$ cat config.mk
export PLATFORM = sky130hd
export DESIGN_NAME = wwd_top
export DESIGN_NICKNAME = d
export VERILOG_FILES = /design/src/include/wwd_pkg.sv /design/src/hdl/wwd_prescaler.sv /design/src/hdl/wwd_top.sv
export SDC_FILE = /design/constraint.sdc
export NUM_CORES = 1
export LEC_CHECK = 0
export BUFFER_PORTS_ARGS = -buffer_cell sky130_fd_sc_hd__buf_2
export CAP_MARGIN = 40
export CORE_MARGIN = 5
export CORE_UTILIZATION = 50
export CTS_CLUSTER_SIZE = 20
export DETAILED_ROUTE_END_ITERATION = 10
export PLACE_DENSITY = 0.87
export SYNTH_ARGS = -nofsm -noshare
export SYNTH_HDL_FRONTEND = slang
export SYNTH_HIERARCHICAL = 1
export SYNTH_SLANG_ARGS = --single-unit
$ cat constraint.sdc
create_clock -name REF_CLK_I -period 2.6 [get_ports REF_CLK_I]
set_input_delay 0.39 -clock REF_CLK_I [delete_from_list [all_inputs] [get_ports REF_CLK_I]]
set_output_delay 0.39 -clock REF_CLK_I [all_outputs]
set_load 0.02 [all_outputs]
$ cat src/include/wwd_pkg.sv
// constants, field layouts and carrier types of the windowed watchdog
// Function
// - a 12-bit down counter is loaded from the mode register load value
// - the counter decrements once per slow clock divided by 128
// - after reset load value is 0xFFF, watchdog runs, fault reset enabled
// - only the first mode write is taken until the next processor reset
// - writing mode reloads the counter with the new value and restarts it
// - an accepted restart reloads the counter and restarts the prescaler
// - control writes need key 0xA5 in bits 31:24; bit 0 asks restart
// - underflow sets the underflow flag and, if enabled, the fault line
// - restart above the delta window sets error and fault, even disabled
// - delta window at or above load value allows restart at any count
// - interrupt follows either flag enabled in irq enable, only while fault irq enable is one
// - with fault reset enable, fault requests all resets or processor only
// - a watchdog reset resets processor and watchdog and clears the flags
// - status read or any reset clears flags, interrupt and fault line
// - flags are sticky until the next status read or an irq clear write of their bit
// - counter stops in debug or idle when the matching halt bit is one
// - the disable bit disables the watchdog, clear leaves it enabled
package wwd_pkg;

    // register byte offsets
    localparam logic [7:0]  OFF_CONTROL   = 8'h00;
    localparam logic [7:0]  OFF_MODE      = 8'h04;
    localparam logic [7:0]  OFF_STATUS    = 8'h08;
    localparam logic [7:0]  OFF_IRQ_CLEAR = 8'h0C;
    localparam logic [7:0]  OFF_IRQ_EN    = 8'h10;

    // control register layout
    localparam logic [7:0]  CTL_KEY       = 8'hA5;
    localparam int          CTL_KEY_MSB   = 31;
    localparam int          CTL_KEY_LSB   = 24;
    localparam int          CTL_RESTART   = 0;

    // status register layout
    localparam int          ST_UNDERFLOW  = 0;
    localparam int          ST_ERROR      = 1;

    // reset values and the mode write mask
    localparam logic [31:0] MODE_RESET    = 32'h3FFF2FFF;
    localparam logic [31:0] MODE_WMASK    = 32'h3FFFFFFF;
    localparam logic [11:0] COUNT_RESET   = 12'hFFF;
    localparam logic [1:0]  IRQ_EN_RESET  = 2'h3;

    // counter geometry
    localparam int          COUNT_W       = 12;
    localparam int          PRESCALE_DIV  = 128;

    // mode register fields, msb first
    typedef struct packed {
        logic [1:0]  reserved;
        logic        idle_halt;
        logic        debug_halt;
        logic [11:0] delta_window;
        logic        disable_bit;
        logic        processor_only_reset;
        logic        fault_reset_enable;
        logic        fault_irq_enable;
        logic [11:0] load_value;
    } wwd_mode_t;

    // one register bus access
    typedef struct packed {
        logic [7:0]  addr;
        logic [31:0] wdata;
        logic        wr;
        logic        rd;
    } wwd_req_t;

    // fault requests towards the reset controller
    typedef struct packed {
        logic fault;
        logic req_all;
        logic req_proc;
    } wwd_fault_t;

endpackage : wwd_pkg

$ cat src/hdl/wwd_prescaler.sv
// slow clock synchroniser and divide-by-128 tick generator
`timescale 1ns/1ps
`default_nettype none
module wwd_prescaler
    import wwd_pkg::*;
#(
    parameter int DIV = PRESCALE_DIV
) (
    input  wire logic clk_i,
    input  wire logic reset_i,
    input  wire logic slow_clk_i,
    input  wire logic clear_i,
    output logic      tick_o
);
    localparam int DW = $clog2(DIV);

    logic          slow_meta;
    logic          slow_sync;
    logic          slow_last;
    logic [DW-1:0] div_cnt;
    wire           slow_rise;
    wire           wrap;

    ////////////////////////////////////////////////////////////////////////
    // two-flop synchroniser, then a third flop for the edge
    always_ff @(posedge clk_i) begin
        slow_meta <= slow_clk_i;
        slow_sync <= slow_meta;
        slow_last <= slow_sync;
    end

    assign slow_rise = slow_sync & ~slow_last;
    assign wrap      = slow_rise && (div_cnt == DW'(DIV - 1));

    // clear restarts the division so a restart gets a full period
    always_ff @(posedge clk_i) begin
        if (reset_i || clear_i) begin
            div_cnt <= '0;
            tick_o  <= 1'b0;
        end else begin
            tick_o <= wrap;
            if (slow_rise) begin
                div_cnt <= wrap ? '0 : div_cnt + DW'(1);
            end
        end
    end
endmodule : wwd_prescaler
`default_nettype wire

$ cat src/hdl/wwd_top.sv
// windowed watchdog: registers, window check, counter, flags and faults
`timescale 1ns/1ps
`default_nettype none
module wwd_top
    import wwd_pkg::*;
(
    input  wire logic        REF_CLK_I,
    input  wire logic        RESET_I,
    input  wire logic        SLOW_CLK_I,
    input  wire logic        DEBUG_I,
    input  wire logic        IDLE_I,
    input  wire logic [7:0]  ADDR_I,
    input  wire logic [31:0] WDATA_I,
    input  wire logic        WR_I,
    input  wire logic        RD_I,
    output logic      [31:0] RDATA_O,
    output logic             IRQ_O,
    output logic             FAULT_O,
    output logic             RESET_REQ_ALL_O,
    output logic             RESET_REQ_PROC_O
);

    ////////////////////////////////////////////////////////////////////////
    // state
    wwd_mode_t    mode;
    logic         mode_locked;
    logic [11:0]  count;
    logic         unf_flag;
    logic         err_flag;
    logic [1:0]   irq_en;
    logic         dbg_meta;
    logic         dbg_sync;
    logic         idle_meta;
    logic         idle_sync;
    logic         tick;

    // decode and next values
    wwd_req_t     req;
    wwd_fault_t   next_fault;
    wire          wr_ctl;
    wire          wr_mode;
    wire          wr_clr;
    wire          wr_irq_en;
    wire          rd_status;
    wire          key_ok;
    wire          restart_req;
    wire          in_window;
    wire          restart_ok;
    wire          restart_bad;
    wire          mode_wr_ok;
    wire          halted;
    wire          running;
    wire          underflow_ev;
    wire          pre_clear;
    wire [11:0]   next_count;
    wire          next_unf;
    wire          next_err;
    wire          next_irq;
    wire          next_irq_fen;
    wire [1:0]    next_irq_en;
    wwd_mode_t    wr_mode_val;
    wire [31:0]   next_rdata;
    wire          clr_unf;
    wire          clr_err;

    ////////////////////////////////////////////////////////////////////////
    // bus access travels as one struct
    assign req = '{addr: ADDR_I, wdata: WDATA_I, wr: WR_I, rd: RD_I};

    // address decode; no wait states ever
    assign wr_ctl    = req.wr && (req.addr == OFF_CONTROL);
    assign wr_mode   = req.wr && (req.addr == OFF_MODE);
    assign wr_clr    = req.wr && (req.addr == OFF_IRQ_CLEAR);
    assign wr_irq_en = req.wr && (req.addr == OFF_IRQ_EN);
    assign rd_status = req.rd && (req.addr == OFF_STATUS);

    ////////////////////////////////////////////////////////////////////////
    // debug and idle come from other logic: two flops before any use
    always_ff @(posedge REF_CLK_I) begin
        dbg_meta  <= DEBUG_I;
        dbg_sync  <= dbg_meta;
        idle_meta <= IDLE_I;
        idle_sync <= idle_meta;
    end

    ////////////////////////////////////////////////////////////////////////
    // prescaler, restarted by every accepted restart and every taken mode write
    wwd_prescaler #(
        .DIV        (PRESCALE_DIV)
    ) u_prescaler (
        .clk_i      (REF_CLK_I),
        .reset_i    (RESET_I),
        .slow_clk_i (SLOW_CLK_I),
        .clear_i    (pre_clear),
        .tick_o     (tick)
    );

    ////////////////////////////////////////////////////////////////////////
    // restart command: wrong key means the whole write is dropped
    assign key_ok      = req.wdata[CTL_KEY_MSB:CTL_KEY_LSB] == CTL_KEY;
    assign restart_req = wr_ctl && key_ok && req.wdata[CTL_RESTART];

    // window check runs even while disabled
    // a delta at or above the load value opens the whole range
    assign in_window   = (count <= mode.delta_window) ||
                         (mode.delta_window >= mode.load_value);
    assign restart_ok  = restart_req && in_window;
    assign restart_bad = restart_req && !in_window;

    // mode register takes its first write only
    assign mode_wr_ok  = wr_mode && !mode_locked;

    ////////////////////////////////////////////////////////////////////////
    // halting and disabling both freeze the count
    assign halted  = (dbg_sync && mode.debug_halt) ||
                     (idle_sync && mode.idle_halt);
    assign running = !mode.disable_bit && !halted;

    // underflow is the tick that would take the count below zero
    assign underflow_ev = tick && running && (count == '0) &&
                          !restart_ok && !mode_wr_ok;

    // an accepted restart or a taken mode write restarts the division, so a full period follows
    assign pre_clear = restart_ok || mode_wr_ok;

    // counter next value, reloads take priority over counting
    assign next_count = mode_wr_ok ? req.wdata[11:0] :
                        (restart_ok || underflow_ev) ? mode.load_value :
                        (tick && running) ? count - 12'h001 :
                        count;

    ////////////////////////////////////////////////////////////////////////
    // sticky flags: an event in the clearing cycle wins over the clear
    assign clr_unf  = rd_status || (wr_clr && req.wdata[ST_UNDERFLOW]);
    assign clr_err  = rd_status || (wr_clr && req.wdata[ST_ERROR]);
    assign next_unf = underflow_ev || (unf_flag && !clr_unf);
    assign next_err = restart_bad || (err_flag && !clr_err);

    // fault line: underflow only when reset is enabled, error always
    assign next_fault.fault    = (underflow_ev && mode.fault_reset_enable) ||
                                 restart_bad ||
                                 (FAULT_O && !rd_status);
    // scope of the requested reset
    assign next_fault.req_all  = next_fault.fault && mode.fault_reset_enable &&
                                 !mode.processor_only_reset;
    assign next_fault.req_proc = next_fault.fault && mode.fault_reset_enable &&
                                 mode.processor_only_reset;

    // interrupt from next flags, mask and enable, so a write shows next cycle
    assign wr_mode_val  = req.wdata & MODE_WMASK;
    assign next_irq_fen = mode_wr_ok ? wr_mode_val.fault_irq_enable : mode.fault_irq_enable;
    assign next_irq_en  = wr_irq_en ? req.wdata[1:0] : irq_en;
    assign next_irq     = next_irq_fen && |({next_err, next_unf} & next_irq_en);

    ////////////////////////////////////////////////////////////////////////
    // read mux; status shows the flags as they were before the clear
    assign next_rdata =
        !req.rd                  ? 32'h00000000 :
        (req.addr == OFF_MODE)   ? (mode & MODE_WMASK) :
        (req.addr == OFF_STATUS) ? {30'h00000000, err_flag, unf_flag} :
        (req.addr == OFF_IRQ_EN) ? {30'h00000000, irq_en} :
        32'h00000000;

    ////////////////////////////////////////////////////////////////////////
    // mode register and its lock; reset reopens it
    always_ff @(posedge REF_CLK_I) begin
        if (RESET_I) begin
            mode        <= MODE_RESET;
            mode_locked <= 1'b0;
        end else if (mode_wr_ok) begin
            mode        <= req.wdata & MODE_WMASK;
            mode_locked <= 1'b1;
        end
    end

    // down counter; the reset value lets the watchdog run at power-up
    always_ff @(posedge REF_CLK_I) begin
        if (RESET_I) begin
            count <= COUNT_RESET;
        end else begin
            count <= next_count;
        end
    end

    // flags and interrupt mask; any reset clears the flags
    always_ff @(posedge REF_CLK_I) begin
        if (RESET_I) begin
            unf_flag <= 1'b0;
            err_flag <= 1'b0;
            irq_en   <= IRQ_EN_RESET;
        end else begin
            unf_flag <= next_unf;
            err_flag <= next_err;
            if (wr_irq_en) begin
                irq_en <= req.wdata[1:0];
            end
        end
    end

    // registered outputs towards the system
    always_ff @(posedge REF_CLK_I) begin
        if (RESET_I) begin
            RDATA_O          <= 32'h00000000;
            IRQ_O            <= 1'b0;
            FAULT_O          <= 1'b0;
            RESET_REQ_ALL_O  <= 1'b0;
            RESET_REQ_PROC_O <= 1'b0;
        end else begin
            RDATA_O          <= next_rdata;
            IRQ_O            <= next_irq;
            FAULT_O          <= next_fault.fault;
            RESET_REQ_ALL_O  <= next_fault.req_all;
            RESET_REQ_PROC_O <= next_fault.req_proc;
        end
    end
endmodule : wwd_top
`default_nettype wire

==> run summary <==
Status - complete, but fails checks
Failing checks - negative setup slack
CTS Sinks - 96
Critical Path AT - 2880 ps
Async S/R FF share, synth - 0%
Crit path required time - 2870 ps
1st-iter DRT viols - 554
Yosys cell types - 55
Crit Reg-Reg Startpoint - mode[17]
Power density cells - 512 mW/mm2
Storage element area - 0.00193 mm2
Top cell type's share of synthesized area - 45.2%
DPL Wire Length - 8990 um
Nets@finish - 657
Routed Wire Length - 13,100 um
Antenna viol nets, final - 0
Worst R2R End - u_prescaler/div_cnt[3]
Post-synthesis xor/xnor area fraction - 2.06%
Pre-antenna DRT Iters - 6
Cell with the most instances after synthesis - dfxtp_1
# setup viols final - 3
R2R depth - 11
Drt wl/cell - 18.9 um
Ranking of synthesized cells by area - dfxtp_1 (45%), ha_1 (7.7%), nand2_1 (5.3%)
FF+latch count, synth - 96
Gate Count Post-Synth - 484
Relative slew slack - 63.1%
Synthesis warning total - 6
GRT overflow - 0
Crit Path Class - reg -> reg
Total Routing Usage GR - 23.5%
Critical Path End Type - flip-flop
Filler cells - 614
DRC Markers - 0
Initial core utilization - 51.5%
Die Span X - 102 um
Lkg Pwr - 2.39 nW
ANT cells - 0
Syn Std Cell Area - 0.00425 mm2
Setup slack, reg-to-reg - -20 ps
Row count - 33
Multi-input combinational cell area - 0.00219 mm2
Share of post-route cells with drive strength above 1 - 27.0%
Max Root-Sink Buffers - 2
Hold slack - 129 ps
Number of hold buffers added after CTS - 0
Largest net degree at the start of global routing - 50
Post-Synth Simple-Gate Area - 21.5%
EDFF count, synth - 0
Max-slew violations - 0
Max VDD drop - 327 uV
Worst Setup EP - u_prescaler/div_cnt[3]
Maximum clock frequency - 0.382 GHz
Fin Clk Skew - 12.3 ps
Dpl cells - 671
Core ar. - 0.00826 mm2
Vias - 4,313
CTS tree - done
Sequential-to-total area share from yosys stat - 45.2%
Initial antenna violation count - 0
PnR worst setup slack - -18.5 ps
Hold Fails Final Rpt - 0
Mux cell area share after synthesis - 0.707%
Tmin final - 2620 ps
Die ar. - 0.0104 mm2
Num CTS Buffers - 9
MaxCap Viol Count - 0
Vert. Die Dim - 102 um
Routability cong. - 0.951
Least-Margin Pin Slew - 550 ps
Compound-Gate Fraction of Synth Area - 17.3%
Fin crit share - 101%
Leading area contributor after synthesis - dfxtp_1
Commonest cells post-synth - dfxtp_1 (96), nand2_1 (60), a21oi_1 (32), inv_1 (32)
Htree depth - 3
Vias per inst - 6.21
Total power - 2.71 mW
Most used flip-flop cell after synthesis - dfxtp_1
Adder-cell share of the synthesized area - 7.65%
First-pass GRT wire length - 19,100 um
Worst skew pair latency - 360 ps
P&R area growth vs syn - 24.5%
IO buf count - 80
Min-delay worst type - in -> reg
Vias in the first global route - 3,989
I/O Pins - 83
Critical-path maximum fanout - 8
Pre-CTS setup slack - 25.9 ps
Largest family of logic cells by synthesized area - simple AND/OR/NAND/NOR gates
Clock transition at path regs - 90 ps
Syn Area/Cell - 8.78 um2
Final std cells w/o fill - 694
Clock Tree Root - clkbuf_8
Startpoint Class - flip-flop
Worst Setup SP - mode[17]
## through the flow
stage / TNS [ps] / instance area [um2] / util [%]
after global placement: 0 / 4920 / 59.5
after detailed placement: 0 / 4920 / 59.5
after global routing: -680 / 5290 / 64.1
after CTS: 0 / 5150 / 62.4
after floorplan: 0 / 4260 / -
final: -36.6 / 5290 / 64.1
## final cells by class
cell class                 instances  area share, %
multi-input combinational        330           41.5
tap                              105           2.48
clock inverter                     6           1.73
sequential                        96           36.4
clock buffer                      10           2.60
inverter                          33           2.34
timing repair buffer             114           13.0
## worst min-delay path by stage
stage	cells past startpoint	slack, ps	start	end
floorplan	0	310	dbg_meta	dbg_sync
global placement	0	310	dbg_meta	dbg_sync
detailed placement	0	310	u_prescaler/slow_meta	u_prescaler/slow_sync
CTS	1	120	DEBUG_I	dbg_meta
global route	1	110	DEBUG_I	dbg_meta
finish	1	130	IDLE_I	idle_meta
## sequential cells by signal, indices dropped and copies added (netlist names), 2 cells and up
register             cells
mode                    30
u_prescaler/div_cnt      7
count                   12
RDATA_O                 30
irq_en                   2
## per-layer routing
layer / track usage (%) / routed length [um] / vias up
li1: - / - / 1950
met1: 30.1 / 4960 / 1990
met2: 37.0 / 5950 / 320
met3: 5.80 / 1670 / 53
met4: 11.6 / 510 / 0
met5: 0 / 0 / -
## cell families after synthesis
kind of cell	after synthesis
AOI/OAI and AO/OA	112
xor gates and xnor gates	10
adders and majority gates	26
buffers and inverters	59
DFF	96
muxes	3
other	1
and+or+nand+nor	177
## cells in the final DEF, fill, tap and decap left out, types with 3 or more instances in the layout
cell type / count
nand4_1: 5
xnor2_1: 7
buf_2: 80
and2_1: 6
or3_1: 3
inv_1: 30
a31oi_1: 6
o211ai_1: 22
o21ai_0: 15
dfxtp_1: 93
o32a_1: 3
a21oi_1: 32
a41oi_1: 5
nor3_1: 14
ha_1: 25
nor4_1: 24
nor2_1: 25
a211oi_2: 6
clkbuf_8: 10
buf_4: 30
dfxtp_2: 3
nand3_1: 11
a22oi_1: 4
xor2_1: 3
nor4_2: 3
nand2_1: 60
mux2i_1: 3
nor2b_1: 3
## critical path: stages, from the launching register on
cell,delay [ps]
dfxtp_1,470
inv_1,170
ha_1,340
nand2_1,90
nor4_2,50
nor3_1,140
o211ai_1,170
o21ai_2,340
buf_4,190
nand2_1,50
or2_4,270
a211oi_2,250
## report_power, final
group          internal [mW]  switching (mW)  total [mW]
Sequential              1.48         0.00686        1.48
Combinational         0.0488          0.0718       0.121
Clock                  0.573           0.531        1.10
Total                   2.10           0.609        2.71
## repair_timing
action	in CTS	in global routing
gates resized for setup	1	22
buffers inserted	0	7
setup endpoints to repair	1	24
pin swaps	0	17
No activity file was read; power rests on OpenSTA's default activity.
